**src/design/clk_supervisor_consts.svh**
```systemverilog
// Contract
// flag failure, go limp outside reference window
// fail flag and limp sticky until power-on
// external clock is peripheral clock over N
// bus clock divided by one to sixteen
// external clock halves stay equal length
// cpu clock equals system clock one-to-one
// non-default os timer clock three times slower; no os timer clock is generated here
// pipeline off keeps system clock below 36; flash_pipeline_o is only stored and limits no clock
// peripheral clock ordering and 100 MHz ceiling
// prescale keeps external clock below 80; prescale and bus divider at 0 give the external clock 100 MHz
// derate clocks when frequency modulation enabled; there is no frequency modulation control and no derating
// limp changeover without runt pulses
`ifndef CLK_SUPERVISOR_CONSTS_SVH
`define CLK_SUPERVISOR_CONSTS_SVH

`define CS_ADDR_EXTERNAL_CLOCK_OUTPUT_PRESCALE 8'h00
`define CS_ADDR_CLOCK_CTRL 8'h04
`define CS_ADDR_FLASH_READ 8'h08
`define CS_ADDR_STATUS 8'h0c

`define CS_PRESCALE_MSB 15
`define CS_PRESCALE_LSB 0
`define CS_BUSDIV_MSB 19
`define CS_BUSDIV_LSB 16
`define CS_FLASH_PIPE_MSB 2
`define CS_FLASH_PIPE_LSB 0
`define CS_STAT_FAIL_BIT 0
`define CS_STAT_LIMP_BIT 1
`define CS_STAT_SWITCH_BIT 2

`define CS_PRESCALE_RST 16'h0000
`define CS_BUSDIV_RST 4'h0
`define CS_FLASH_PIPE_RST 3'h0

`define CS_RESP_OKAY 2'h0
`define CS_RESP_SLVERR 2'h2

`define CS_CLK_KHZ 200000
`define CS_REF_LOW_KHZ 1500
`define CS_REF_HIGH_KHZ 50000
`define CS_REF_MAX_PERIOD_CYC (`CS_CLK_KHZ / `CS_REF_LOW_KHZ)
`define CS_REF_MIN_PERIOD_CYC ((`CS_CLK_KHZ + `CS_REF_HIGH_KHZ - 1) / `CS_REF_HIGH_KHZ)
`define CS_SWITCH_SETTLE_CYC 4

`endif

```
**src/design/clk_supervisor_pkg.sv**
```systemverilog
package clk_supervisor_pkg;

  typedef enum logic [2:0] {
    SW_RUN = 3'h1,
    SW_HOLD = 3'h2,
    SW_LIMP = 3'h4
  } switch_state_e;

endpackage : clk_supervisor_pkg

```
**src/design/half_period_divider.sv**
```systemverilog
`timescale 1ns/100ps
`default_nettype none

module half_period_divider #(
  parameter int W = 4
) (
  input wire logic clk_i,
  input wire logic rst_n_i,
  input wire logic run_i,
  input wire logic [W-1:0] half_m1_i,
  output logic clk_o
);

  logic [W-1:0] cnt;
  logic [W-1:0] next_cnt;
  logic next_clk;

  // stops only in the low phase, so a stop never cuts a high phase short
  always_comb
  begin
    next_cnt = cnt;
    next_clk = clk_o;
    if (!run_i && !clk_o)
    begin
      next_cnt = '0;
    end
    else if (cnt >= half_m1_i)
    begin
      next_cnt = '0;
      next_clk = ~clk_o;
    end
    else
    begin
      next_cnt = cnt + W'(1);
    end
  end

  always_ff @(posedge clk_i or negedge rst_n_i)
  begin
    if (!rst_n_i)
    begin
      cnt <= '0;
      clk_o <= 1'b0;
    end
    else
    begin
      cnt <= next_cnt;
      clk_o <= next_clk;
    end
  end

endmodule : half_period_divider

`default_nettype wire

```
**src/design/clk_supervisor.sv**
```systemverilog
`timescale 1ns/100ps
`default_nettype none
`include "clk_supervisor_consts.svh"

module clk_supervisor (
  input wire logic clk_i,
  input wire logic rst_n_i,
  input wire logic reference_clock_input_i,
  input wire logic [7:0] s_axi_awaddr_i,
  input wire logic s_axi_awvalid_i,
  output logic s_axi_awready_o,
  input wire logic [31:0] s_axi_wdata_i,
  input wire logic [3:0] s_axi_wstrb_i,
  input wire logic s_axi_wvalid_i,
  output logic s_axi_wready_o,
  output logic [1:0] s_axi_bresp_o,
  output logic s_axi_bvalid_o,
  input wire logic s_axi_bready_i,
  input wire logic [7:0] s_axi_araddr_i,
  input wire logic s_axi_arvalid_i,
  output logic s_axi_arready_o,
  output logic [31:0] s_axi_rdata_o,
  output logic [1:0] s_axi_rresp_o,
  output logic s_axi_rvalid_o,
  input wire logic s_axi_rready_i,
  output logic external_clock_output_o,
  output logic peripheral_bus_clk_o,
  output logic cpu_clock_run_o,
  output logic limp_sel_o,
  output logic osc_fail_flag_o,
  output logic [2:0] flash_pipeline_o
);

  // ---------------- register bus ----------------
  logic [7:0] aw_addr, next_aw_addr;
  logic [31:0] w_data, next_w_data;
  logic [3:0] w_strb, next_w_strb;
  logic next_awready, next_wready, next_bvalid, next_arready, next_rvalid;
  logic [1:0] next_bresp, next_rresp;
  logic [31:0] next_rdata;
  logic [15:0] prescale, next_prescale;
  logic [3:0] busdiv, next_busdiv;
  logic [2:0] next_flash;
  logic switching;

  function automatic logic addr_known(input logic [7:0] a);
    addr_known = (a == `CS_ADDR_EXTERNAL_CLOCK_OUTPUT_PRESCALE) || (a == `CS_ADDR_CLOCK_CTRL) ||
                 (a == `CS_ADDR_FLASH_READ) || (a == `CS_ADDR_STATUS);
  endfunction : addr_known

  function automatic logic [31:0] merge_lanes(input logic [31:0] old_w,
                                              input logic [31:0] new_w,
                                              input logic [3:0] strb);
    logic [31:0] m;
    m = old_w;
    for (int i = 0; i < 4; i++)
    begin
      if (strb[i])
      begin
        m[i*8 +: 8] = new_w[i*8 +: 8];
      end
    end
    merge_lanes = m;
  endfunction : merge_lanes

  function automatic logic [31:0] word_of(input logic [7:0] a);
    logic [31:0] w;
    w = 32'h0;
    case (a)
      `CS_ADDR_EXTERNAL_CLOCK_OUTPUT_PRESCALE: w[`CS_PRESCALE_MSB:`CS_PRESCALE_LSB] = prescale;
      `CS_ADDR_CLOCK_CTRL: w[`CS_BUSDIV_MSB:`CS_BUSDIV_LSB] = busdiv;
      `CS_ADDR_FLASH_READ: w[`CS_FLASH_PIPE_MSB:`CS_FLASH_PIPE_LSB] = flash_pipeline_o;
      `CS_ADDR_STATUS:
      begin
        w[`CS_STAT_FAIL_BIT] = osc_fail_flag_o;
        w[`CS_STAT_LIMP_BIT] = limp_sel_o;
        w[`CS_STAT_SWITCH_BIT] = switching;
      end
      default: w = 32'h0;
    endcase
    word_of = w;
  endfunction : word_of

  always_comb
  begin
    logic [31:0] merged;
    merged = 32'h0;
    next_aw_addr = aw_addr;
    next_w_data = w_data;
    next_w_strb = w_strb;
    next_awready = s_axi_awready_o;
    next_wready = s_axi_wready_o;
    next_bvalid = s_axi_bvalid_o;
    next_bresp = s_axi_bresp_o;
    next_arready = s_axi_arready_o;
    next_rvalid = s_axi_rvalid_o;
    next_rresp = s_axi_rresp_o;
    next_rdata = s_axi_rdata_o;
    next_prescale = prescale;
    next_busdiv = busdiv;
    next_flash = flash_pipeline_o;
    if (s_axi_awvalid_i && s_axi_awready_o)
    begin
      next_awready = 1'b0;
      next_aw_addr = s_axi_awaddr_i;
    end
    if (s_axi_wvalid_i && s_axi_wready_o)
    begin
      next_wready = 1'b0;
      next_w_data = s_axi_wdata_i;
      next_w_strb = s_axi_wstrb_i;
    end
    if (!s_axi_awready_o && !s_axi_wready_o && !s_axi_bvalid_o)
    begin
      merged = merge_lanes(word_of(aw_addr), w_data, w_strb);
      next_bvalid = 1'b1;
      next_bresp = addr_known(aw_addr) ? `CS_RESP_OKAY : `CS_RESP_SLVERR;
      case (aw_addr)
        `CS_ADDR_EXTERNAL_CLOCK_OUTPUT_PRESCALE: next_prescale = merged[`CS_PRESCALE_MSB:`CS_PRESCALE_LSB];
        `CS_ADDR_CLOCK_CTRL: next_busdiv = merged[`CS_BUSDIV_MSB:`CS_BUSDIV_LSB];
        `CS_ADDR_FLASH_READ: next_flash = merged[`CS_FLASH_PIPE_MSB:`CS_FLASH_PIPE_LSB];
        default: next_flash = flash_pipeline_o;
      endcase
    end
    if (s_axi_bvalid_o && s_axi_bready_i)
    begin
      next_bvalid = 1'b0;
      next_awready = 1'b1;
      next_wready = 1'b1;
    end
    if (s_axi_arvalid_i && s_axi_arready_o)
    begin
      next_arready = 1'b0;
      next_rvalid = 1'b1;
      next_rdata = word_of(s_axi_araddr_i);
      next_rresp = addr_known(s_axi_araddr_i) ? `CS_RESP_OKAY : `CS_RESP_SLVERR;
    end
    if (s_axi_rvalid_o && s_axi_rready_i)
    begin
      next_rvalid = 1'b0;
      next_arready = 1'b1;
    end
  end

  always_ff @(posedge clk_i or negedge rst_n_i)
  begin
    if (!rst_n_i)
    begin
      aw_addr <= 8'h00;
      w_data <= 32'h0;
      w_strb <= 4'h0;
      s_axi_awready_o <= 1'b1;
      s_axi_wready_o <= 1'b1;
      s_axi_bvalid_o <= 1'b0;
      s_axi_bresp_o <= `CS_RESP_OKAY;
      s_axi_arready_o <= 1'b1;
      s_axi_rvalid_o <= 1'b0;
      s_axi_rresp_o <= `CS_RESP_OKAY;
      s_axi_rdata_o <= 32'h0;
      prescale <= `CS_PRESCALE_RST;
      busdiv <= `CS_BUSDIV_RST;
      flash_pipeline_o <= `CS_FLASH_PIPE_RST;
    end
    else
    begin
      aw_addr <= next_aw_addr;
      w_data <= next_w_data;
      w_strb <= next_w_strb;
      s_axi_awready_o <= next_awready;
      s_axi_wready_o <= next_wready;
      s_axi_bvalid_o <= next_bvalid;
      s_axi_bresp_o <= next_bresp;
      s_axi_arready_o <= next_arready;
      s_axi_rvalid_o <= next_rvalid;
      s_axi_rresp_o <= next_rresp;
      s_axi_rdata_o <= next_rdata;
      prescale <= next_prescale;
      busdiv <= next_busdiv;
      flash_pipeline_o <= next_flash;
    end
  end

  // ---------------- reference clock monitor ----------------
  logic ref_s1, ref_s2, ref_s3, ref_level, next_level, armed, next_armed, next_fail;
  logic rise, too_slow, too_fast;
  logic [7:0] per_cnt, next_per_cnt;

  always_comb
  begin
    next_level = (ref_s2 == ref_s3) ? ref_s3 : ref_level;
    rise = ref_s2 && ref_s3 && !ref_level;
    too_slow = (per_cnt == 8'(`CS_REF_MAX_PERIOD_CYC)) && !rise;
    too_fast = rise && armed && (per_cnt < 8'(`CS_REF_MIN_PERIOD_CYC));
    next_armed = armed || rise;
    next_per_cnt = rise ? 8'h00 :
                   (too_slow ? per_cnt : per_cnt + 8'h01);
    next_fail = osc_fail_flag_o || too_slow || too_fast;
  end

  always_ff @(posedge clk_i or negedge rst_n_i)
  begin
    if (!rst_n_i)
    begin
      ref_s1 <= 1'b0;
      ref_s2 <= 1'b0;
      ref_s3 <= 1'b0;
      ref_level <= 1'b0;
      armed <= 1'b0;
      per_cnt <= 8'h00;
      osc_fail_flag_o <= 1'b0;
    end
    else
    begin
      ref_s1 <= reference_clock_input_i;
      ref_s2 <= ref_s1;
      ref_s3 <= ref_s2;
      ref_level <= next_level;
      armed <= next_armed;
      per_cnt <= next_per_cnt;
      osc_fail_flag_o <= next_fail;
    end
  end

  // ---------------- limp changeover ----------------
  clk_supervisor_pkg::switch_state_e state, next_state;
  logic next_limp, next_run;
  logic [2:0] settle_cnt, next_settle;

  assign switching = (state == clk_supervisor_pkg::SW_HOLD);

  always_comb
  begin
    next_state = state;
    next_limp = limp_sel_o;
    next_settle = settle_cnt;
    case (state)
      clk_supervisor_pkg::SW_RUN:
      begin
        if (osc_fail_flag_o)
        begin
          next_state = clk_supervisor_pkg::SW_HOLD;
        end
      end
      clk_supervisor_pkg::SW_HOLD:
      begin
        if (!limp_sel_o)
        begin
          if (!external_clock_output_o && !peripheral_bus_clk_o)
          begin
            next_limp = 1'b1;
          end
        end
        else if (settle_cnt == 3'(`CS_SWITCH_SETTLE_CYC - 1))
        begin
          next_state = clk_supervisor_pkg::SW_LIMP;
        end
        else
        begin
          next_settle = settle_cnt + 3'h1;
        end
      end
      clk_supervisor_pkg::SW_LIMP: next_state = clk_supervisor_pkg::SW_LIMP;
      default: next_state = clk_supervisor_pkg::SW_RUN;
    endcase
    next_run = (next_state != clk_supervisor_pkg::SW_HOLD);
  end

  always_ff @(posedge clk_i or negedge rst_n_i)
  begin
    if (!rst_n_i)
    begin
      state <= clk_supervisor_pkg::SW_RUN;
      limp_sel_o <= 1'b0;
      settle_cnt <= 3'h0;
      cpu_clock_run_o <= 1'b1;
    end
    else
    begin
      state <= next_state;
      limp_sel_o <= next_limp;
      settle_cnt <= next_settle;
      cpu_clock_run_o <= next_run;
    end
  end

  // ---------------- derived clocks ----------------
  function automatic logic [20:0] external_clock_output_half_m1(input logic [3:0] x_m1,
                                               input logic [15:0] n_m1);
    logic [20:0] x, n, p;
    x = {17'h0, x_m1} + 21'h1;
    n = {5'h0, n_m1} + 21'h1;
    p = 21'(x * n);
    external_clock_output_half_m1 = p - 21'h1;
  endfunction : external_clock_output_half_m1

  logic [20:0] external_clock_output_half;
  assign external_clock_output_half = external_clock_output_half_m1(busdiv, prescale);

  half_period_divider #(.W(4)) u_bus_div (
    .clk_i(clk_i),
    .rst_n_i(rst_n_i),
    .run_i(cpu_clock_run_o),
    .half_m1_i(busdiv),
    .clk_o(peripheral_bus_clk_o)
  );

  half_period_divider #(.W(21)) u_external_clock_output_div (
    .clk_i(clk_i),
    .rst_n_i(rst_n_i),
    .run_i(cpu_clock_run_o),
    .half_m1_i(external_clock_output_half),
    .clk_o(external_clock_output_o)
  );

  // ---------------- checks ----------------
  logic external_clock_output_prev, bus_prev;
  logic [20:0] external_clock_output_len_q, external_clock_output_len;
  logic [3:0] bus_len_q, bus_len;

  assign external_clock_output_len = (external_clock_output_o != external_clock_output_prev) ? 21'h0 : external_clock_output_len_q;
  assign bus_len = (peripheral_bus_clk_o != bus_prev) ? 4'h0 : bus_len_q;

  always_ff @(posedge clk_i or negedge rst_n_i)
  begin
    if (!rst_n_i)
    begin
      external_clock_output_prev <= 1'b0;
      bus_prev <= 1'b0;
      external_clock_output_len_q <= 21'h0;
      bus_len_q <= 4'h0;
    end
    else
    begin
      external_clock_output_prev <= external_clock_output_o;
      bus_prev <= peripheral_bus_clk_o;
      external_clock_output_len_q <= cpu_clock_run_o ? external_clock_output_len + 21'h1 : 21'h0;
      bus_len_q <= cpu_clock_run_o ? bus_len + 4'h1 : 4'h0;
    end
  end
endmodule : clk_supervisor

`default_nettype wire

```
**config.mk**
```make
export PLATFORM = sky130hd
export DESIGN_NAME = clk_supervisor
export DESIGN_NICKNAME = d
export VERILOG_FILES = /design/src/design/clk_supervisor_pkg.sv /design/src/design/half_period_divider.sv /design/src/design/clk_supervisor.sv
export VERILOG_INCLUDE_DIRS = /design/src /design/src/design
export SDC_FILE = /design/constraint.sdc
export NUM_CORES = 1
export LEC_CHECK = 0
export ABC_AREA = 1
export CORE_AREA = 4 4 195 140
export CTS_CLUSTER_DIAMETER = 30
export DETAILED_ROUTE_END_ITERATION = 7
export DIE_AREA = 0 0 199 144
export DONT_BUFFER_PORTS = 1
export PLACE_DENSITY = 0.63
export REMOVE_ABC_BUFFERS = 1
export SLEW_MARGIN = 20
export SYNTH_ARGS = -nofsm -noshare
export SYNTH_HDL_FRONTEND = slang
export SYNTH_SLANG_ARGS = --single-unit
```
**constraint.sdc**
```tcl
create_clock -name clk_i -period 13.5 [get_ports clk_i]
set_input_delay 1.35 -clock clk_i [delete_from_list [all_inputs] [get_ports clk_i]]
set_output_delay 1.35 -clock clk_i [all_outputs]
set_load 0.005 [all_outputs]
```
==> results of run 1 <==
[cells by family after synthesis]
logic type | after synthesis | synth area share
fa+ha+maj | 122 | 0.192
buf+inv | 249 | 0.101
mux | 12 | 0.0137
flops | 130 | 0.331
xor+xnor | 35 | 0.0312
simple gates | 602 | 0.257
compound gates | 124 | 0.0735
other cells | 1 | 0.000381
[cells in the final DEF, fill, tap and decap left out, types with 19 or more instances in the layout]
cell type | synthesis | routed
nand4_1 | 19 | 19
a21oi_1 | 51 | 51
fa_1 | 48 | 48
xor2_1 | 20 | 20
nor2_1 | 171 | 171
ha_1 | 74 | 74
dfrtp_1 | 125 | 125
o21ai_0 | 38 | 38
nand2_1 | 301 | 301
inv_1 | 214 | 214
nand3_1 | 68 | 68
[worst max-delay path, delay by kind of cell (launching register included)]
family / cells / cell delay [ps]
compound gates: 2 / 560
xor+xnor: 1 / 470
fa+ha+maj: 6 / 2320
buf+inv: 4 / 630
flops: 1 / 810
simple gates: 15 / 2030
[area by class of cell]
type                    instances  area, µm²
multi-input cells             909       5630
clock buffers                  19        443
inverters                     216        811
repair buffers                  4       30.0
fillers                      2585      14600
clock inverters                13        199
flip-flops and latches        130       3260
well taps                     331        414
[Yosys cell counts, types with 19 or more instances]
master,instances
nor2_1,171
fa_1,48
inv_1,214
nand2_1,301
o21ai_0,38
xor2_1,20
nand4_1,19
a21oi_1,51
nand3_1,68
dfrtp_1,125
ha_1,74
[sequential cells by signal, indices dropped and copies added, names as in the netlist, 3 cells and up]
name and cells:
state 3, u_bus_div.cnt 4, busdiv 4, settle_cnt 3
flash_pipeline_o 3, prescale 16, s_axi_rdata_o 20, u_external_clock_output_div.cnt 21
per_cnt 8, aw_addr 8, w_strb 3, w_data 20
[metrics by stage]
step | hold WS, ps | std cells | util | setup WS, ps | area (µm²)
2_1_floorplan | 331 | 1255 | - | 8050 | 9700
3_3_place_gp | 354 | 1590 | 0.400 | 6720 | 10100
3_5_place_dp | 352 | 1590 | 0.400 | 6700 | 10100
4_1_cts | 370 | 1622 | 0.425 | 6660 | 10800
5_1_grt | 376 | 1622 | 0.425 | 5980 | 10800
6_report | 366 | 1622 | 0.425 | 6620 | 10800
[report_power, final]
group          switching, mW  leakage, nW  internal (mW)
clock network          0.191        0.307          0.318
logic                  0.730         3.51          0.418
registers             0.0690         1.66          0.483
[per-layer routing]
metal	GRT usage	wire length, µm	vias up
met1	0.253	11700	3769
met3	0.0408	1500	12
met5	0	0	-
met4	0.0388	173	0
li1	-	-	4006
met2	0.243	9120	192
[path summary, 6_finish.rpt]
kind / depth (start not counted) / to / start
setup / recovery: 28 / u_external_clock_output_div.cnt[5]$_DFF_PN0_ / busdiv[0]$_DFFE_PN0P_
hold / removal: 0 / ref_s2$_DFF_PN0_ / ref_s1$_DFF_PN0_
setup reg to reg: 28 / u_external_clock_output_div.cnt[5]$_DFF_PN0_ / busdiv[0]$_DFFE_PN0P_
hold reg to reg: 0 / ref_s2$_DFF_PN0_ / ref_s1$_DFF_PN0_
max in group asynchronous: 0 / s_axi_wready_o$_DFFE_PN1P_ / rst_n_i
min in group asynchronous: 0 / aw_addr[6]$_DFFE_PN0P_ / rst_n_i
==> impl_metrics.toml, run 1 <==
[run_status]
status = "finished, final reports clean"

[grt]
grt_pass1_vias = 7805
antenna_found_initial = 0
overflow = 0
grt_use_total = 0.168
grt_first_pass_wirelength_mm = 38.7
grt_max_degree = 131

[route]
drt_iter0_drc = 498
drtAntennaViolNets = 0
routed_wl_mm = 22.5
drc = 0
wire_per_inst_um = 13.9
first_pass_iters = 5
avgViaCountPerCell = 4.92
vias = 7979

[power_and_ir_drop]
total_power_mw = 2.21
irDropWorstVdd_mv = 0.128
power.leakage_nw = 5.47
power_density_nw_per_um2 = 205

[logic_synthesis]
synthTopCellsByArea = "dfrtp_1, nand2_1, fa_1"
async_flop_share = 1.00
ys_warn_count = 0
synth_edf_count = 0
synth_area_leader_cell = "dfrtp_1"
synthCells = 1275
syn_avg_cell_area_um2 = 7.72
synth_cell_types = 40
synth_area_um2 = 9840
netlist.area_leader.share = 0.318
ys.flop_type = "dfrtp_1"
ys_seq_elements = 130
ys_seq_area_frac = 0.331

[timing]
max_freq_mhz = 145
min_period_over_period = 0.510
worstMarginPinSlew_ps = 783
setup-tns-final_ps = 0
grt_setup_unrepaired = "no"
setup_viol = 0
hold_viol = 0
slew_violations = 0
min_period_ps = 6880
skew_ps = 8.00
maxSlewHeadroom = 0.474

[place]
io_buffers = 0
gp_congestion = 0.891
hpwl_mm = 17.5

[clock_network]
postCtsSetupBuffers = 0
cts-root-buf = "clkbuf_16"
cts-resized-gates = 0
holdBufCountCts = 0
cts_max_level = 4
cts_made_buffers = 17
clockBufferDepth = 2
insertion_delay_ps = 430
clock_sinks = 130
tritoncts = "done"
clkTransAtPathRegs_ps = 60

[die]
num_rows = 49
dieArea_um2 = 28700
die_w_um = 199
core_area_um2 = 25400
initial_utilization = 0.388
chipHeight_um = 144
io_pins = 109

[final_layout]
nets = 1460
n_antenna_cell = 0
syn_to_final_growth_pct = 9.63
drive_gt1_frac = 0.0620

[worst_setup_path]
crit_path_frequent_cell = "nand2_1"
worst-endpoint-required_ps = 13840
reg2reg_slack_ps = 6620
worstSetupEndpointType = "register"
cp_max_fo = 20
crit_type = "reg -> reg"
cpMaxStageDelayCell = "dfrtp_1"
arrival_ps = 7220
critical-path-max-stage-delay_ps = 810
worstSetupStartpointType = "register"

[hold_path]
hp-class = "reg -> reg"

[run]
maxCapViolCount = 0
No activity file was read; power rests on OpenSTA's default activity.
==> inputs of run 2 (changes only) <==
==> constraint.sdc (replaced) <==
create_clock -name clk_i -period 6.7 [get_ports clk_i]
set_input_delay 0.67 -clock clk_i [delete_from_list [all_inputs] [get_ports clk_i]]
set_output_delay 0.67 -clock clk_i [all_outputs]
set_load 0.005 [all_outputs]
==> run 2 against run 1 <==
  * Setup slack worse by 6000 ps
  * Clock-buffer cell count up 2
  * Worst hold slack worse by 290 ps
  * First-iteration DRC count up 23%
  * Critical path type unchanged
  * Fmax up 13%
  * Global-route usage up 0.28 points
  * Die area unchanged
  * Flip-flop and latch count unchanged
  * Clock power up 85%
  * Clock skew down 1.9 ps
  * Largest cell class unchanged
==> impl_metrics.toml, run 2 (synthesized netlist as in run 1, its figures left out) <==
[timing]
setup-tns-final_ps = 0
setup_viol = 0
min_period_ps = 6110
slew_violations = 0
fin_ws_ps = 590
skew_ps = 6.10
max_freq_mhz = 164
grt_setup_unrepaired = "no"
maxSlewHeadroom = 0.500
worstMarginPinSlew_ps = 745
min_period_over_period = 0.912
hold_viol = 0

[die]
io_pins = 109
core_area_um2 = 25400
initial_utilization = 0.388
die_w_um = 199
dieArea_um2 = 28700
num_rows = 49
chipHeight_um = 144

[final_layout]
syn_to_final_growth_pct = 9.74
reg_top3 = "u_external_clock_output_div.cnt (21), s_axi_rdata_o (20), w_data (20)"
fillers = 2552
largest_register_ff_count = 21
drive_gt1_frac = 0.0656
largest_register = "u_external_clock_output_div.cnt"
n_antenna_cell = 0
instances_no_fill = 1626
fin_area_um2 = 10800
final_common_cell = "nand2_1"
nets = 1464
layout_common_cells = "nand2_1, inv_1, nor2_1"

[clock_network]
clockBufferDepth = 2
clock_sinks = 130
clkTransAtPathRegs_ps = 60
cts_made_buffers = 17
tritoncts = "done"
cts_max_level = 4
insertion_delay_ps = 430
cts-root-buf = "clkbuf_16"

[power_and_ir_drop]
power_density_nw_per_um2 = 406
combPwrFrac = 0.533
p_int_mw = 2.40
sw_frac_of_total = 0.454
p_seq_frac = 0.252
power.leakage_nw = 5.47
switchingPower_mw = 1.99
total_power_mw = 4.38
irDropWorstVdd_mv = 0.255
p_clk_frac = 0.215

[place]
io_buffers = 0
placedCellCount = 1593
gp_congestion = 0.876
hpwl_mm = 17.8
placed_area_um2 = 10200
place_ws_ps = 352

[run_status]
status = "finished, final reports clean"

[grt]
antenna_found_initial = 0
grt_first_pass_wirelength_mm = 39.3
grt_pass1_vias = 7908
grt_use_total = 0.170
overflow = 0
grt_max_degree = 126

[worst_setup_path]
worstSetupStartpointType = "register"
arrival_ps = 6460
r2r_cells = 32
cp_max_fo = 17
worstSetupEndpointType = "register"
crit_path_frequent_cell = "nand2_1"
r2r_end = "u_external_clock_output_div.cnt[4]$_DFF_PN0_"
reg2reg_from = "prescale[0]$_DFFE_PN0P_"
worst-endpoint-required_ps = 7050
crit_type = "reg -> reg"
reg2reg_slack_ps = 590
cpMaxStageDelayCell = "fa_1"
critical-path-max-stage-delay_ps = 540

[route]
drc = 0
routed_wl_mm = 22.8
drtAntennaViolNets = 0
wire_per_inst_um = 14.0
vias = 8036
avgViaCountPerCell = 4.94
first_pass_iters = 5
drt_iter0_drc = 612

[hold_path]
hp-class = "in -> async"

[run]
maxCapViolCount = 0
==> run 2: final cells by class <==
type	instances	area [µm²]	share of cell area
timing repair buffer	8	80.1	0.00742
inverter	216	811	0.0751
multi-input combinational	909	5640	0.523
tap	331	414	0.0384
clock buffer	21	460	0.0426
sequential	130	3260	0.302
clock inverter	11	130	0.0121
==> run 2: worst max path at each step <==
stage | start | endpoint | slack (ps) | depth (start not counted)
2_1_floorplan | busdiv[0]$_DFFE_PN0P_ | u_external_clock_output_div.cnt[0]$_DFF_PN0_ | 1250 | 28
3_3_place_gp | prescale[0]$_DFFE_PN0P_ | u_external_clock_output_div.cnt[20]$_DFF_PN0_ | 530 | 33
3_5_place_dp | prescale[0]$_DFFE_PN0P_ | u_external_clock_output_div.cnt[10]$_DFF_PN0_ | 350 | 32
4_1_cts | prescale[0]$_DFFE_PN0P_ | u_external_clock_output_div.cnt[10]$_DFF_PN0_ | 310 | 32
5_1_grt | prescale[0]$_DFFE_PN0P_ | u_external_clock_output_div.cnt[10]$_DFF_PN0_ | 10 | 32
6_report | prescale[0]$_DFFE_PN0P_ | u_external_clock_output_div.cnt[4]$_DFF_PN0_ | 590 | 32
==> run 2: what timing repair did <==
action | CTS | global route
setup endpoints to repair | 0 | 17
buffers inserted | 0 | 0
resized for setup | 0 | 3
endpoints found under the hold margin | 125 | 0
hold buffers | 1 | 0
==> run 2: per-layer routing <==
layer | vias to the layer above | share of wire | GRT usage
li1 | 3999 | - | -
met1 | 3812 | 0.51 | 0.253
met2 | 201 | 0.41 | 0.253
met3 | 24 | 0.066 | 0.0366
met4 | 0 | 0.010 | 0.0457
met5 | - | 0 | 0
==> run 2: worst max-delay path, delay by kind of cell (launching register included) <==
kind / cells / cell delay, ps
fa+ha+maj: 6 / 2370
simple gates: 19 / 2290
compound gates: 2 / 530
flops: 1 / 450
buf+inv: 5 / 390
==> run 2: power groups by stage <==
stage          clock, mW  combinational, mW  sequential (mW)
6_report           0.942               2.34             1.11
4_1_cts            0.962               2.32             1.11
3_5_place_dp           0               2.29             1.12
2_1_floorplan          0               1.79             1.08
3_3_place_gp           0               2.23             1.12
5_1_grt            0.999               2.72             1.13
==> run 2: through the flow <==
step	hold WS (ps)	util
6_report	77.7	0.425
5_1_grt	53.6	0.425
4_1_cts	59.0	0.425
3_5_place_dp	346	0.401
3_3_place_gp	345	0.401
2_1_floorplan	331	-
==> inputs of run 3 (changes only) <==
--- a/config.mk
+++ b/config.mk
@@ -6,11 +6,10 @@
 export SDC_FILE = /design/constraint.sdc
 export NUM_CORES = 1
 export LEC_CHECK = 0
-export ABC_AREA = 1
-export CORE_AREA = 4 4 195 140
+export CORE_AREA = 4 4 188 136
 export CTS_CLUSTER_DIAMETER = 30
 export DETAILED_ROUTE_END_ITERATION = 7
-export DIE_AREA = 0 0 199 144
+export DIE_AREA = 0 0 192 140
 export DONT_BUFFER_PORTS = 1
 export PLACE_DENSITY = 0.63
 export REMOVE_ABC_BUFFERS = 1
==> run 3 against run 2 <==
  * Non-clock buffer count rose by 48
  * Clock skew grew 2.4 ps
  * Power grew 15%
  * First-iteration DRC count shrank 50%
  * Setup slack worse by 320 ps
  * Global-route usage shrank 2.3 points
  * Cell count decreased by 20%
  * Sequential power rose by 7%
  * Die area is 6.2% lower
  * Combinational power increased by 26%
  * Critical path depth shrank 8
  * Critical endpoint is now u_external_clock_output_div.cnt[11]$_DFF_PN0_
  * Largest cell class unchanged
  * Largest power group unchanged
==> impl_metrics.toml, run 3 <==
[run_status]
status = "finished, final reports clean"

[timing]
setup-tns-final_ps = 0
setup_viol = 0
skew_ps = 8.48
hold_viol = 0
slew_violations = 0
worstMarginPinSlew_ps = 757
maxSlewHeadroom = 0.494
max_freq_mhz = 156
min_period_over_period = 0.959
min_period_ps = 6430

[die]
io_pins = 109
chipHeight_um = 140
die_w_um = 192
initial_utilization = 0.381
dieArea_um2 = 26900
num_rows = 48
core_area_um2 = 24000

[power_and_ir_drop]
power.leakage_nw = 5.02
irDropWorstVdd_mv = 0.424
total_power_mw = 5.04
power_density_nw_per_um2 = 479

[logic_synthesis]
ys.flop_type = "dfrtp_1"
synth_area_um2 = 9130
synth_area_leader_cell = "dfrtp_1"
synth_edf_count = 0
ys_warn_count = 0
synthMostInstantiatedCell = "dfrtp_1"
syn_avg_cell_area_um2 = 10.0
synthCells = 910
ys_seq_elements = 130
netlist.area_leader.share = 0.343
async_flop_share = 1.00
synthTopCellsByArea = "dfrtp_1, fa_1, ha_1"
synth_cell_types = 59
synth.cells.most_frequent = "dfrtp_1, inv_1, nor2_1"
ys_seq_area_frac = 0.357

[route]
vias = 6427
first_pass_iters = 5
drc = 0
avgViaCountPerCell = 4.94
drt_iter0_drc = 309
wire_per_inst_um = 15.0
routed_wl_mm = 19.4
drtAntennaViolNets = 0

[worst_setup_path]
r2r_cells = 24
crit_type = "reg -> reg"
critical-path-max-stage-delay_ps = 580
cpMaxStageDelayCell = "fa_1"
worstSetupEndpointType = "register"
arrival_ps = 6780
reg2reg_slack_ps = 270
worst-endpoint-required_ps = 7060
cp_max_fo = 18
reg2reg_from = "prescale[4]$_DFFE_PN0P_"
worstSetupStartpointType = "register"
path_cells = "and3_1 > nand3_2 > buf_4 > nor2_2 > xnor2_1 > nor2_1 > fa_1 > fa_1 > fa_1 > ha_1 > and3_1 > a221oi_2 > or3b_2 > a21oi_2 > a21oi_1 > xor2_1 > ha_1 > and2_2 > a221o_1 > a221oi_2 > o21ai_2 > or3_4 > buf_12 > nor2_1"
crit_path_frequent_cell = "fa_1"
r2r_end = "u_external_clock_output_div.cnt[11]$_DFF_PN0_"

[final_layout]
nets = 1144
instances_no_fill = 1300
largest_register = "u_external_clock_output_div.cnt"
fillers = 2299
largest_register_ff_count = 21
n_antenna_cell = 0
fin_area_um2 = 10500
final_common_cell = "dfrtp_1"
syn_to_final_growth_pct = 15.3
drive_gt1_frac = 0.182
layout_common_cells = "dfrtp_1, inv_1, nor2_1"
fin_util = 0.439
reg_top3 = "u_external_clock_output_div.cnt (21), s_axi_rdata_o (20), w_data (20)"

[place]
io_buffers = 0
placedCellCount = 1267
gp_congestion = 0.824
hpwl_mm = 14.4
placed_area_um2 = 9810

[clock_network]
clock_sinks = 130
cts_max_level = 4
cts_made_buffers = 17
clkTransAtPathRegs_ps = 60
tritoncts = "done"
insertion_delay_ps = 430
cts-root-buf = "clkbuf_16"
clockBufferDepth = 2

[grt]
overflow = 0
antenna_found_initial = 1
grt_use_total = 0.148
grt_first_pass_wirelength_mm = 32.2
grt_pass1_vias = 6346
grt_max_degree = 126

[run]
maxCapViolCount = 0

[hold_path]
hp-class = "in -> async"
[run 3: logic make-up (layout without fill, tap and decap cells)]
| kind of cell | count (synthesis) | count (layout) | synth area share |
|---|---|---|---|
| other cells | 1 | 14 | 0.000411 |
| mux | 57 | 57 | 0.0698 |
| compound gates | 109 | 109 | 0.0815 |
| buf+inv | 138 | 190 | 0.0645 |
| flops | 130 | 130 | 0.357 |
| fa+ha+maj | 122 | 122 | 0.207 |
| simple gates | 283 | 283 | 0.153 |
| xor+xnor | 70 | 70 | 0.0672 |
[run 3: timing repair]
| action | in CTS | in global routing |
|---|---|---|
| setup buffers | 0 | 0 |
| setup endpoints to repair | 0 | 22 |
| gates resized for setup | 0 | 23 |
| hold buffers | 1 | 0 |
| endpoints found under the hold margin | 125 | 0 |
[run 3: routing by layer]
metal,share of wire,routed length [µm],track usage,vias to the layer above
met1,0.51,9950,0.223,3153
li1,-,-,-,3128
met2,0.42,8140,0.207,123
met4,0.012,228,0.0341,0
met3,0.058,1120,0.0453,23
met5,0,0,0,-
[run 3: critical path, delay by kind of cell, from the launching register on]
kind | cells | cell delay, ps
buffers and inverters | 2 | 370
and+or+nand+nor | 9 | 2030
DFF | 1 | 410
xor gates and xnor gates | 2 | 320
AOI/OAI and AO/OA | 6 | 1070
adders and majority gates | 5 | 2140
[run 3: worst max path at each step]
stage | start | end | cells past startpoint
final | prescale[4]$_DFFE_PN0P_ | u_external_clock_output_div.cnt[11]$_DFF_PN0_ | 24
after global routing | prescale[1]$_DFFE_PN0P_ | u_external_clock_output_div.cnt[11]$_DFF_PN0_ | 25
after CTS | prescale[4]$_DFFE_PN0P_ | u_external_clock_output_div.cnt[11]$_DFF_PN0_ | 24
after detailed placement | prescale[4]$_DFFE_PN0P_ | u_external_clock_output_div.cnt[11]$_DFF_PN0_ | 26
after global placement | prescale[1]$_DFFE_PN0P_ | u_external_clock_output_div.cnt[3]$_DFF_PN0_ | 25
after floorplan | busdiv[0]$_DFFE_PN0P_ | u_external_clock_output_div.cnt[6]$_DFF_PN0_ | 22
[run 3: where the power goes]
part	internal, mW	total [mW]	switching (mW)
Combinational	1.47	2.94	1.47
Sequential	0.992	1.19	0.198
Clock	0.541	0.911	0.370
[run 3: final cells by class]
cell class / count / area (µm²) / share of cell area
multi-input combinational: 655 / 5450 / 0.517
sequential: 130 / 3260 / 0.310
clock inverter: 11 / 103 / 0.00975
timing repair buffer: 56 / 453 / 0.0430
inverter: 102 / 383 / 0.0364
clock buffer: 21 / 470 / 0.0447
tap: 325 / 407 / 0.0386
[run 3: through the flow]
step                      hold WS [ps]  setup WS, ps
after detailed placement           341           139
after global placement             337           200
final                             88.5           274
after global routing              57.8         -15.7
after floorplan                    331           112
after CTS                         56.8           102
